$ cat config.mk
export PLATFORM = sky130hd
export DESIGN_NAME = ifo_input_offset
export DESIGN_NICKNAME = d
export VERILOG_FILES = /design/src/pkg/ifo_pkg.sv /design/src/rtl/ifo_fifo.sv /design/src/rtl/ifo_frame_meas.sv /design/src/rtl/ifo_input_offset.sv
export SDC_FILE = /design/constraint.sdc
export NUM_CORES = 2
export LEC_CHECK = 0
export ABC_AREA = 1
export BUFFER_PORTS_ARGS = -buffer_cell sky130_fd_sc_hd__buf_2
export CAP_MARGIN = 5
export CORE_MARGIN = 2
export CORE_UTILIZATION = 55
export DETAILED_ROUTE_END_ITERATION = 8
export PLACE_DENSITY = 0.71
export SLEW_MARGIN = 20
export SYNTH_ARGS = -nofsm -noshare
export SYNTH_HDL_FRONTEND = slang
export SYNTH_SLANG_ARGS = --single-unit
$ cat constraint.sdc
create_clock -name REF_CLK_I -period 29.6 [get_ports REF_CLK_I]
set_input_delay 2.96 -clock REF_CLK_I [delete_from_list [all_inputs] [get_ports REF_CLK_I]]
set_output_delay 2.96 -clock REF_CLK_I [all_outputs]
set_load 0.02 [all_outputs]
$ cat src/pkg/ifo_pkg.sv
package ifo_pkg;

  // Register port geometry.
  localparam int ADDR_W = 5;
  localparam int DATA_W = 16;

  // Offset registers: four words, four streams each, at consecutive addresses.
  localparam int                OFS_REGS      = 4;
  localparam logic [ADDR_W-1:0] ADDR_OFS_BASE = 5'h03;
  localparam logic [DATA_W-1:0] OFS_RESET     = 16'h0000;

  // Measurement control, measurement result and receiver status words.
  localparam logic [ADDR_W-1:0] ADDR_MEAS_CTRL = 5'h10;
  localparam logic [ADDR_W-1:0] ADDR_MEAS_RES  = 5'h11;
  localparam logic [ADDR_W-1:0] ADDR_RX_STAT   = 5'h12;

  // Layout of one stream nibble.
  localparam int NIBBLE_W       = 4;
  localparam int FLD_LATCH_EDGE = 0;
  localparam int FLD_OFFSET_LSB = 1;
  localparam int OFFSET_W       = 3;
  localparam logic [OFFSET_W-1:0] OFFSET_MAX = 3'h4;

  // Measurement control and result fields.
  localparam int CTRL_START_BIT   = 0;
  localparam int CTRL_OVERRUN_BIT = 1;
  localparam int RES_DONE_BIT     = 12;
  localparam int RES_FLAG_BIT     = 11;
  localparam int DELAY_W          = 11;

  // Receiver status fields.
  localparam int STAT_RUN_BIT  = 0;
  localparam int STAT_PEND_BIT = 1;

  // Timing: the reference clock runs at twice the stream clock, so one
  // reference cycle is one half of a stream clock period.
  localparam int REF_PERIOD_NS    = 40;
  localparam int REF_PER_HALF_CLK = 1;
  localparam int BITS_PER_BYTE    = 8;
  localparam int CHAN_W           = 7;
  localparam int STREAM_W         = 4;

  // One received channel byte, tagged with its stream and channel.
  typedef struct packed {
    logic [STREAM_W-1:0] stream;
    logic [CHAN_W-1:0]   channel;
    logic [7:0]          data;
  } ifo_byte_s;

  // One register port request.
  typedef struct packed {
    logic              wr;
    logic              rd;
    logic [ADDR_W-1:0] addr;
    logic [DATA_W-1:0] wdata;
  } ifo_req_s;

  // Frame delay measurement result.
  typedef struct packed {
    logic               done;
    logic               flag;
    logic [DELAY_W-1:0] delay;
  } ifo_meas_s;

endpackage

$ cat src/rtl/ifo_fifo.sv
module ifo_fifo #(
  parameter int WIDTH = 19,
  parameter int DEPTH = 16
) (
  input  wire logic             clk_i,       // Clock.
  input  wire logic             rst_i,       // Asynchronous reset, high.
  input  wire logic             in_valid_i,  // Write side offers a word.
  output logic                  in_ready_o,  // Room for one more word.
  input  wire logic [WIDTH-1:0] in_data_i,   // Word to store.
  output logic                  out_valid_o, // Head word is presented.
  input  wire logic             out_ready_i, // Reader takes the head word.
  output logic      [WIDTH-1:0] out_data_o   // Head word, from a register.
);

  localparam int AW = $clog2(DEPTH);

  // Refuse geometries the pointer arithmetic cannot serve.
  if (DEPTH < 2 || (1 << AW) != DEPTH || WIDTH < 1) begin : g_chk
    $error("ifo_fifo: DEPTH must be a power of two of at least 2");
  end

  typedef struct packed {
    logic [DEPTH-1:0][WIDTH-1:0] mem;
    logic [AW-1:0]               wp;
    logic [AW-1:0]               rp;
    logic [AW:0]                 cnt;
    logic                        ov;
    logic [WIDTH-1:0]            od;
  } ifo_fifo_s;

  ifo_fifo_s s_q;
  ifo_fifo_s s_d;
  logic      push;
  logic      load;

  // Full is honest: ready drops once DEPTH words wait in the array.
  assign in_ready_o  = (s_q.cnt != (AW+1)'(DEPTH));
  assign out_valid_o = s_q.ov;
  assign out_data_o  = s_q.od;
  assign push        = in_valid_i && in_ready_o;
  assign load        = (s_q.cnt != '0) && (!s_q.ov || out_ready_i);

  // Array write, head register refill and occupancy update.
  always_comb begin
    s_d = s_q;
    if (push) begin
      s_d.mem[s_q.wp] = in_data_i;
      s_d.wp          = s_q.wp + AW'(1);
    end
    if (load) begin
      s_d.od = s_q.mem[s_q.rp];
      s_d.rp = s_q.rp + AW'(1);
      s_d.ov = 1'b1;
    end else if (out_ready_i) begin
      s_d.ov = 1'b0;
    end
    s_d.cnt = s_q.cnt + (AW+1)'(push) - (AW+1)'(load);
  end

  // State register.
  always_ff @(posedge clk_i or posedge rst_i) begin
    if (rst_i) begin
      s_q <= '0;
    end else begin
      s_q <= s_d;
    end
  end

endmodule

$ cat src/rtl/ifo_frame_meas.sv
module ifo_frame_meas (
  input  wire logic              clk_i,         // Reference clock.
  input  wire logic              rst_i,         // Asynchronous reset, high.
  input  wire logic              frame_pulse_i, // Frame pulse, one cycle.
  input  wire logic              frame_eval_i,  // Frame evaluation input.
  input  wire logic              start_i,       // Measurement enable level.
  output ifo_pkg::ifo_meas_s     result_o       // Registered result.
);

  typedef struct packed {
    logic                        phase;
    logic                        fe_prev;
    logic                        counting;
    logic [ifo_pkg::DELAY_W+1:0] half_cnt;
    ifo_pkg::ifo_meas_s          res;
  } ifo_meas_state_s;

  ifo_meas_state_s s_q;
  ifo_meas_state_s s_d;

  assign result_o = s_q.res;

  // Phase is low in the stream clock high half, which starts at the pulse.
  // The falling edge of the evaluation input after a frame pulse is timed
  // in half periods; the phase it lands in gives the half-period flag.
  always_comb begin
    s_d         = s_q;
    s_d.phase   = frame_pulse_i ? 1'b1 : ~s_q.phase;
    s_d.fe_prev = frame_eval_i;
    if (!start_i) begin
      s_d.counting = 1'b0;
      s_d.half_cnt = '0;
      s_d.res      = '0;
    end else if (!s_q.res.done) begin
      if (frame_pulse_i && !s_q.counting) begin
        s_d.counting = 1'b1;
        s_d.half_cnt = (ifo_pkg::DELAY_W+2)'(1);
      end else if (s_q.counting) begin
        if (s_q.fe_prev && !frame_eval_i) begin
          s_d.counting  = 1'b0;
          s_d.res.done  = 1'b1;
          s_d.res.flag  = ~s_q.phase;                  // [RULE_10]
          s_d.res.delay = s_q.half_cnt[ifo_pkg::DELAY_W:1];
        end else if (s_q.half_cnt != '1) begin
          s_d.half_cnt = s_q.half_cnt + (ifo_pkg::DELAY_W+2)'(1);
        end
      end
    end
  end

  // State register.
  always_ff @(posedge clk_i or posedge rst_i) begin
    if (rst_i) begin
      s_q <= '0;
    end else begin
      s_q <= s_d;
    end
  end

endmodule

$ cat src/rtl/ifo_input_offset.sv
// Contract
// RULE_01: Each stream's three-bit offset delays when its bit 0 is taken.
// RULE_02: Offset counts whole clock periods, up to four, from frame pulse.
// RULE_03: Latch-edge 1 samples at three quarters of the cell, 0 at half.
// RULE_04: Sixteen streams, 0 to 15, each with its own offset and edge bit.
// RULE_05: One nibble per stream, offset above edge bit, high stream on top.
// RULE_06: Offset 000 with edge bit 0 gives no shift and is the default.
// RULE_07: Shift is offset clocks plus half a clock when edge bit is 1.
// RULE_08: Largest shift is four and a half clocks, offset 100 edge 1.
// RULE_09: Software loads offset from delay low bits, edge as inverse flag.
// RULE_10: Measured phase flag is 1 in clock high half, 0 in low half.
// RULE_11: Offset registers are read/write and reset to zero.
// RULE_12: After the offset, one bit per cell until the next frame pulse; the code samples only CHANNELS bytes (FRAME_CYC cycles) per pulse.
module ifo_input_offset #(
  parameter int STREAMS     = 16,
  parameter int CLK_PER_BIT = 2,
  parameter int CHANNELS    = 128,
  parameter int FIFO_DEPTH  = 16
) (
  input  wire logic                        REF_CLK_I,          // Clock.
  input  wire logic                        RST_I,              // Reset.
  input  wire logic [ifo_pkg::ADDR_W-1:0]  REG_ADDR_I,         // Address.
  input  wire logic [ifo_pkg::DATA_W-1:0]  REG_WDATA_I,        // Wr data.
  input  wire logic                        REG_WR_I,           // Wr strobe.
  input  wire logic                        REG_RD_I,           // Rd strobe.
  output logic      [ifo_pkg::DATA_W-1:0]  REG_RDATA_O,        // Rd data.
  input  wire logic                        FRAME_PULSE_IN_I,   // Frame.
  input  wire logic                        FRAME_EVAL_IN_I,    // Eval pin.
  input  wire logic [STREAMS-1:0]          SERIAL_STREAM_IN_I, // Data.
  output logic                             RX_VALID_O,         // Byte out.
  input  wire logic                        RX_READY_I,         // Taken.
  output ifo_pkg::ifo_byte_s               RX_DATA_O           // Byte.
);

  // One reference cycle is half a stream clock; a cell is a power of two.
  localparam int CELL      = CLK_PER_BIT * 2 * ifo_pkg::REF_PER_HALF_CLK;
  localparam int CELL_W    = $clog2(CELL);
  localparam int CNT_W     = CELL_W + 3 + ifo_pkg::CHAN_W + 1;
  localparam int BYTE_W    = ifo_pkg::CHAN_W + 8;
  localparam int FRAME_INT = CHANNELS * ifo_pkg::BITS_PER_BYTE * CELL;
  localparam logic [CNT_W-1:0] FRAME_CYC  = CNT_W'(FRAME_INT);
  localparam logic [CNT_W-1:0] SAMPLE_PT  = CNT_W'(CELL / 2);
  localparam logic [CNT_W-1:0] CNT_LIMIT  = CNT_W'(FRAME_INT + 2 * CELL);
  localparam logic [2:0]       LAST_BIT   = 3'h7;

  // Refuse settings the register map or the bit counters cannot serve.
  if (STREAMS < 1 || STREAMS > 16 || CELL < 2 || (1 << CELL_W) != CELL ||
      CHANNELS < 1 || CHANNELS > (1 << ifo_pkg::CHAN_W)) begin : g_chk
    $error("ifo_input_offset: unsupported stream, rate or channel count");
  end

  typedef struct packed {
    logic [ifo_pkg::OFS_REGS-1:0][ifo_pkg::DATA_W-1:0] ofs;
    logic [ifo_pkg::DATA_W-1:0]                        rd_data;
    logic                                              start;
    logic                                              overrun;
    logic                                              run;
    logic [CNT_W-1:0]                                  cnt;
    logic [STREAMS-1:0][6:0]                           sr;
    logic [STREAMS-1:0]                                pend;
    logic [STREAMS-1:0][BYTE_W-1:0]                    pbyte;
  } ifo_core_s;

  ifo_core_s                 s_q;
  ifo_core_s                 s_d;
  ifo_pkg::ifo_req_s         req;
  ifo_pkg::ifo_meas_s        meas;
  ifo_pkg::ifo_byte_s        push_byte;
  logic [STREAMS-1:0]        samp;
  logic [STREAMS-1:0][2:0]   bit_idx;
  logic [STREAMS-1:0][6:0]   chan;
  logic                      pick_valid;
  logic [3:0]                pick;
  logic                      fifo_ready;
  logic                      pop;

  assign req         = '{wr: REG_WR_I, rd: REG_RD_I, addr: REG_ADDR_I,
                         wdata: REG_WDATA_I};
  assign REG_RDATA_O = s_q.rd_data;

  // Per-stream alignment: shift in half periods, then cell position.
  for (genvar g = 0; g < STREAMS; g++) begin : g_stream
    logic [ifo_pkg::NIBBLE_W-1:0] nib;
    logic [ifo_pkg::OFFSET_W-1:0] ofs_raw;
    logic [ifo_pkg::OFFSET_W-1:0] ofs_sat;
    logic                         dle;
    logic [CNT_W-1:0]             shift;
    logic [CNT_W-1:0]             pos;
    logic                         active;

    // Stream g sits in nibble g mod 4 of word g div 4.
    assign nib     = s_q.ofs[g / 4][(g % 4) * ifo_pkg::NIBBLE_W +:
                                    ifo_pkg::NIBBLE_W];     // [RULE_05] [RULE_04]
    assign ofs_raw = nib[ifo_pkg::FLD_OFFSET_LSB +: ifo_pkg::OFFSET_W];
    assign dle     = nib[ifo_pkg::FLD_LATCH_EDGE];
    // Offsets past four clocks are held at four.
    assign ofs_sat = (ofs_raw > ifo_pkg::OFFSET_MAX) ?
                     ifo_pkg::OFFSET_MAX : ofs_raw;          // [RULE_02] [RULE_08]
    // Whole clocks count two half periods, the edge bit adds one.
    assign shift   = CNT_W'({ofs_sat, dle}) *
                     CNT_W'(ifo_pkg::REF_PER_HALF_CLK);     // [RULE_07] [RULE_06]
    assign pos     = s_q.cnt - shift;                       // [RULE_01]
    assign active  = s_q.run && (s_q.cnt >= shift) && (pos < FRAME_CYC);
    // The half-cell point of the shifted cell is the three-quarter point
    // of the unshifted cell when the edge bit adds its half period.
    assign samp[g]    = active &&
                        (pos[CELL_W-1:0] == SAMPLE_PT[CELL_W-1:0]); // [RULE_03]
    assign bit_idx[g] = pos[CELL_W +: 3];
    assign chan[g]    = pos[CELL_W + 3 +: ifo_pkg::CHAN_W];
  end

  // Lowest-numbered stream with a finished byte goes to the FIFO next.
  // All streams finish within a few cycles of each other, and a byte
  // lasts 8 cells, so a fixed priority drains every stream in time.
  always_comb begin
    pick_valid = 1'b0;
    pick       = '0;
    for (int i = STREAMS - 1; i >= 0; i--) begin
      if (s_q.pend[i]) begin
        pick_valid = 1'b1;
        pick       = 4'(i);
      end
    end
  end

  assign pop       = pick_valid && fifo_ready;
  assign push_byte = '{stream: pick,
                       channel: s_q.pbyte[pick][8 +: ifo_pkg::CHAN_W],
                       data: s_q.pbyte[pick][7:0]};

  // Register port, frame counter and per-stream deserialisers.
  always_comb begin
    s_d         = s_q;
    s_d.rd_data = '0;

    // Writes to the offset words and the measurement control word.
    if (req.wr) begin
      for (int r = 0; r < ifo_pkg::OFS_REGS; r++) begin
        if (req.addr == ifo_pkg::ADDR_OFS_BASE + ifo_pkg::ADDR_W'(r)) begin
          s_d.ofs[r] = req.wdata;                         // [RULE_11]
        end
      end
      if (req.addr == ifo_pkg::ADDR_MEAS_CTRL) begin
        s_d.start = req.wdata[ifo_pkg::CTRL_START_BIT];
        if (req.wdata[ifo_pkg::CTRL_OVERRUN_BIT]) begin
          s_d.overrun = 1'b0;
        end
      end
    end

    // Reads answer in the following cycle; unmapped words read zero.
    if (req.rd) begin
      for (int r = 0; r < ifo_pkg::OFS_REGS; r++) begin
        if (req.addr == ifo_pkg::ADDR_OFS_BASE + ifo_pkg::ADDR_W'(r)) begin
          s_d.rd_data = s_q.ofs[r];                       // [RULE_11]
        end
      end
      if (req.addr == ifo_pkg::ADDR_MEAS_CTRL) begin
        s_d.rd_data[ifo_pkg::CTRL_START_BIT]   = s_q.start;
        s_d.rd_data[ifo_pkg::CTRL_OVERRUN_BIT] = s_q.overrun;
      end
      if (req.addr == ifo_pkg::ADDR_MEAS_RES) begin
        s_d.rd_data[ifo_pkg::RES_DONE_BIT]      = meas.done;
        s_d.rd_data[ifo_pkg::RES_FLAG_BIT]      = meas.flag;
        s_d.rd_data[ifo_pkg::DELAY_W-1:0]       = meas.delay;
      end
      if (req.addr == ifo_pkg::ADDR_RX_STAT) begin
        s_d.rd_data[ifo_pkg::STAT_RUN_BIT]  = s_q.run;
        s_d.rd_data[ifo_pkg::STAT_PEND_BIT] = |s_q.pend;
      end
    end

    // Time since the last frame pulse; a new pulse restarts alignment.
    if (FRAME_PULSE_IN_I) begin
      s_d.run = 1'b1;
      s_d.cnt = CNT_W'(1);                               // [RULE_12] [RULE_02]
    end else if (s_q.run && s_q.cnt != CNT_LIMIT) begin
      s_d.cnt = s_q.cnt + CNT_W'(1);
    end

    // A byte handed to the FIFO frees its holding slot.
    if (pop) begin
      s_d.pend[pick] = 1'b0;
    end

    // One bit per cell; the eighth bit completes a channel byte.
    for (int i = 0; i < STREAMS; i++) begin
      if (samp[i]) begin                                 // [RULE_12]
        if (bit_idx[i] == LAST_BIT) begin
          if (s_q.pend[i] && !(pop && pick == 4'(i))) begin
            s_d.overrun = 1'b1;
          end
          s_d.pend[i]  = 1'b1;
          s_d.pbyte[i] = {chan[i], s_q.sr[i], SERIAL_STREAM_IN_I[i]};
        end else begin
          s_d.sr[i] = {s_q.sr[i][5:0], SERIAL_STREAM_IN_I[i]};
        end
      end
    end
  end

  // State register; offset words come up at their zero reset value.
  always_ff @(posedge REF_CLK_I or posedge RST_I) begin
    if (RST_I) begin
      s_q     <= '0;
      s_q.ofs <= {ifo_pkg::OFS_REGS{ifo_pkg::OFS_RESET}};  // [RULE_11] [RULE_06]
    end else begin
      s_q <= s_d;
    end
  end

  // Frame delay measurement feeding the result word.
  ifo_frame_meas u_meas (
    .clk_i         (REF_CLK_I),
    .rst_i         (RST_I),
    .frame_pulse_i (FRAME_PULSE_IN_I),
    .frame_eval_i  (FRAME_EVAL_IN_I),
    .start_i       (s_q.start),
    .result_o      (meas)
  );

  // Received channel bytes wait here for the consumer.
  ifo_fifo #(
    .WIDTH ($bits(ifo_pkg::ifo_byte_s)),
    .DEPTH (FIFO_DEPTH)
  ) u_fifo (
    .clk_i       (REF_CLK_I),
    .rst_i       (RST_I),
    .in_valid_i  (pick_valid),
    .in_ready_o  (fifo_ready),
    .in_data_i   (push_byte),
    .out_valid_o (RX_VALID_O),
    .out_ready_i (RX_READY_I),
    .out_data_o  (RX_DATA_O)
  );

endmodule

# After elaboration in Yosys (flattened, before gate mapping)
# Index checks and enable logic that the tools add are counted.
# classes
add_sub_neg	22
bitwise_logic	19
eq_ne	64
magnitude_cmp	53
n_reduce_logical	151
muxes	163
# op_table
op	count
$bwmux 304	1
$ge 13x4->1	16
$lt 13x13->1 const B	16
$sub 13x4->13	16
$mux 1	104
$mux 16	6
$mux 13	7
$logic_and 1x1->1	87
$mux 27	3
$bmux 19 s4	1
$demux 19 s4	1
$reduce_and 2->1	37
$mux 4	16
$bmux 15 s4	1
$eq 3x3->1 const B	16
$gt 3x3->1 const B	16
$mux 3	16
$mux 19	2
$eq 2x2->1 const B	16
$eq 4x4->1 const B	8
$add 13x1->13 const B	2
$ne 13x13->1 const B	2
$logic_not 1->1	19
$not 1->1	17
other kinds (28)	46
# word_totals
elab_cells	542
register_bits	830
output_inout_bits	36
input_bits	44

# Depth between registers and ports, before layout
# depth
word_depth	68
mapped_depth	25
depth_no_buf	23

# Cells and area by module
# A second synthesis with hierarchy kept.
# unflattened
hier_cells	5674
area_unflattened_um2	44849.3
# by_module_without_submodules
mod	area_each_um2	seq_area_each_um2	cells_per_inst	instances
ifo_input_offset	25981.2	11611.1	3330	1
ifo_fifo	17093.9	8433.1	2127	1
ifo_frame_meas	1774.2	725.7	217	1

# Worst setup path before layout
# OpenSTA, ideal clock, no wires.
# synth_path
path_type	input to register
startpoint	input RX_READY_I
endpoint	register u_fifo.s_q[24] (netlist bit)
arrival_ns	4.822
required_ns	29.472
setup_slack_ns	24.651
setup_ns	0.128
path_buffers	1
path_stages	13
path_cell_list	inv_1 -> nand2_1 -> nand2_1 -> clkinv_1 -> clkbuf_1 -> ha_1 -> inv_1 -> ha_1 -> inv_1 -> fa_1 -> o21ai_0 -> a21oi_1 -> xor2_1
# synth_rtl
item	line	source
from (decl)	ifo_input_offset.sv:31	input wire logic RX_READY_I,
to (signal assigned)	ifo_fifo.sv:63	s_q <= '0;
to (signal assigned)	ifo_fifo.sv:65	s_q <= s_d;
to (decl)	ifo_fifo.sv:31	ifo_fifo_s s_q;

# Final worst setup path
# layout_path
startpoint	register s_q[254] (netlist bit)
endpoint	register u_fifo.s_q[39] (netlist bit)
# layout_via
elab_chain_cells	18
word_cells_on_any_way	34
classes_between	mux (33); reduce/logical (1)
# layout_rtl
item	line	source
from (decl)	ifo_input_offset.sv:64	ifo_core_s s_q;
$mux 4 (15 in series)	ifo_input_offset.sv:119	if (s_q.pend[i]) begin
$bmux 15 s4	ifo_input_offset.sv:129	data: s_q.pbyte[pick][7:0]};
$mux 15 (not written as such)	ifo_input_offset.sv:129	
$bwmux 304	ifo_fifo.sv:47	s_d.mem[s_q.wp] = in_data_i;
# Several ways; a longest one is shown, not always the timed one. The select of a mux whose other input is x is not followed.
# A chain may end at the register's enable or synchronous reset.

==> reports/results.tsv <==
metric	value	unit
drc	0	
post-route-min-period	5.25	ns
seqPwrFrac	33.4	%
crit_cells	23	
synth_xor_area_share	3.01	%
fin_ws	24.35	ns
max_slew_margin	17.2	%
grt_pass1_wl	204	mm
p_sw_share	46.9	%
tns	0	ns
required	30.22	ns
pre_cts_ws	23.83	ns
grtUsageTotal	32.3	%
holdWs	0.445	ns
dieArea	80100	um2
cts_made_buffers	90	
met3_length	11.8	mm
vdd_drop_max	0.137	mV
synth.area.top_cells	dfrtp_1 49%, nand2_1 12%, o21ai_0 8.8%	
crit_top_cell	nand2_1	
place_hpwl	84.2	mm
io_pins	80	
power_frac_clock	23.6	%
synth_adder_area_share	3.07	%
finalClockSkew	0.0678	ns
status	finished clean	
postCtsSetupRepairBufs	0	
synth_edf_count	0	
root_buffer	clkbuf_16	
start_kind	flop	
vias_per_cell	5.93	
wl	131	mm
synthFlopType	dfrtp_1	
die_x	283	um
gp_congestion	0.924	
wl_met2	59.0	mm
clkLatencyLatePin	0.69	ns
critPathMaxFanout	79	
synth_nets	5399	
reg2reg_depth	23	
max_freq	191	MHz
wl_per_cell	20.9	um
htreeDepth	3	
clkSinkCount	830	
switchingPower	2.32	mW
rsz0062_at_grt	no	
die_h	283	um
worst_ep_arrival_time	5.87	ns
synth.distinct_cells	55	
comb_power_share	43.0	%
slowest_delay	0.78	ns
synth-compound-area-share	14.3	%
rows	102	
p_total	4.96	mW
drt_iter0_drc	4291	
post_cts_resized	0	
syn_inst	5260	
path_cells	inv_2, nand2_1, nand2_1, nand2_1, nand2_1, nand2_1, nand2_1, nand2_1, nand2_1, nand2_1, nand2_1, nand2_2, nand2_4, nand2_8, nand2_4, nand2_4, buf_4, nand3_1, nand3_1, nand2_1, nand2_1, o21ai_0, nand2_1	
drive_gt1_share	6.76	%
num_vias	37014	
crit_type	reg -> reg	
end_kind	flop	
synth_top_family_by_area	simple AND/OR/NAND/NOR gates	
dp.cells	6079	
async_flop_share	100	%
drt-pass1-iter-count	6	
synthSimpleGateAreaFrac	22.2	%
tightest_slew	1.24	ns
route.top_layer_used	met5	
syn_area	42800	um2
grt_pass1_vias	35111	
power_density	107	nW/um2
grt_overflow	0	
cts_tree	yes	
initial_core_util	55.4	%
antenna_found_initial	3	
critical-path-top-delay-family	simple AND/OR/NAND/NOR gates	
clockBufferDepth	3	
grt_start_max_net_pins	148	
path_clk_slew	0.06	ns
area_delta_synth_final	8.53	%
wl_met1	52.7	mm
min_path_type	reg -> reg	
postSynthAreaPerCell	8.14	um2
max_cap_viol_count	0	
crit_buf_inv	2	
hold_viol_final	0	
yosysTopAreaCell	dfrtp_1	
antenna_left	0	
drv_slew	0	
setup_viol	0	
min_period_over_period	17.7	%
yosys.area.top_type_share	48.5	%
p_int	2.64	mW
core	77200	um2
finalNonFillerCells	6246	
yosysWarnings	0	
io_buffers	79	
ys_ff_latch	830	
diodes	0	
cpMaxStageDelayCell	buf_4	
nets	5271	
hold_buffers	0	
synth.area.mux_share	1.47	%
leakagePower	22.9	nW
hold_path_depth	1	
synth-seq-area-share	48.5	%
[sequential cells by signal (all words and copies together) (netlist names)]
signal	flops
g_stream.nib	48
u_fifo.out_data_o	19
u_fifo.s_q	317
REG_RDATA_O	16
s_q	384
u_fifo.out_valid_o	1
u_meas.s_q	16
u_meas.result_o	13
g_stream.dle	16
[per-layer routing]
layer / vias up / global-route usage, %
met5: - / 0
met4: 2 / 16.0
met3: 336 / 6.37
met2: 1690 / 49.7
met1: 17854 / 43.9
li1: 17132 / -
[power groups by stage]
| stage | clock network (mW) | logic, mW | registers [mW] |
|---|---|---|---|
| after floorplan | 0 | 1.58 | 1.59 |
| after global placement | 0 | 2.04 | 1.65 |
| after detailed placement | 0 | 2.08 | 1.66 |
| after CTS | 1.18 | 2.09 | 1.65 |
| after global routing | 1.23 | 2.33 | 1.69 |
| final | 1.17 | 2.13 | 1.65 |
[cell type report]
| cell class | count | area (um2) |
|---|---|---|
| Sequential cell | 830 | 20800 |
| Multi-Input combinational cell | 3671 | 18900 |
| Timing Repair Buffer | 143 | 901 |
| Tap cell | 1040 | 1300 |
| Clock buffer | 134 | 2680 |
| Clock inverter | 32 | 450 |
| Inverter | 396 | 1500 |
| Fill cell | 6827 | 30700 |
[cells in the final DEF, fill, tap and decap left out, types with 6 or more instances in the layout]
cell	count
a211oi_1	6
a21o_1	7
a21oi_1	64
a311oi_1	6
a31oi_1	35
buf_2	79
buf_4	62
clkbuf_1	18
clkbuf_16	90
clkbuf_8	26
clkinv_1	10
clkinv_2	17
dfrtp_1	826
fa_1	17
ha_1	78
inv_1	372
inv_2	11
mux2_2	7
mux2i_1	55
nand2_1	1414
nand2_2	13
nand3_1	244
nand3b_1	31
nand4_1	143
nor2_1	318
nor3_1	58
o211ai_1	25
o21ai_0	751
o21ai_1	113
o221ai_1	57
o22ai_1	10
o32ai_1	20
xor2_1	145
[stage by stage]
step	instance area [um2]	utilization [%]
final	46500	60.2
after global routing	46500	60.2
after CTS	46400	60.1
after detailed placement	43300	56.1
after global placement	43300	56.1
after floorplan	42800	-
[synth_stat cells (3+ instances only)]
library cell,n
or2_2,5
o211ai_1,25
a311oi_1,6
nand2_1,1415
nor2_1,319
dfrtp_1,830
buf_6,9
a31oi_1,35
inv_1,376
and3_1,3
ha_1,78
nor3_1,60
a21oi_1,64
o22ai_1,10
o21ai_0,752
mux2i_1,55
buf_2,75
nand2_4,3
fa_1,17
nand2_2,13
nor2_2,3
xor2_1,145
o21bai_1,4
nand3_1,244
a21o_1,7
buf_4,54
clkinv_1,10
mux2_2,7
o221ai_1,57
inv_2,10
a41oi_1,4
o32ai_1,20
clkbuf_1,204
a211oi_1,6
nand4_1,143
nand3b_1,31
o21ai_1,112
and2_1,3
buf_1,21
a221oi_1,3
[final timing paths]
| kind | startpoint | endpoint | slack [ns] |
|---|---|---|---|
| setup / recovery | s_q[254] | u_fifo.s_q[39] | 24.35 |
| hold / removal | u_meas.s_q[28] | u_meas.s_q[28] | 0.45 |
| setup reg to reg | s_q[254] | u_fifo.s_q[39] | 24.35 |
| hold reg to reg | u_meas.s_q[28] | u_meas.s_q[28] | 0.45 |
| max in group asynchronous | RST_I | s_q[257] | 24.70 |
| min in group asynchronous | RST_I | s_q[165] | 2.44 |
[cell families (layout without fill, tap and decap cells)]
kind of cell / after synthesis / count (layout)
multiplexers: 62 / 62
buffers and inverters: 759 / 705
AND/OR/NAND/NOR: 2253 / 2253
XOR/XNOR: 147 / 147
AO/OA/AOI/OAI: 1114 / 1114
flip-flops: 830 / 830
adder cells (fa/ha/maj): 95 / 95
[worst register-to-register path, cell delays in order, from the launching register on]
cell     delay [ns]
dfrtp_1        0.42
inv_2          0.04
nand2_1        0.05
nand2_1        0.05
nand2_1        0.06
nand2_1        0.05
nand2_1        0.05
nand2_1        0.04
nand2_1        0.05
nand2_1        0.05
nand2_1        0.06
nand2_1        0.06
nand2_2        0.08
nand2_4        0.46
nand2_8        0.66
nand2_4        0.61
nand2_4        0.19
buf_4          0.78
nand3_1        0.18
nand3_1        0.11
nand2_1        0.22
nand2_1        0.61
o21ai_0        0.22
nand2_1        0.10
Power figures use the tool's default switching activity.
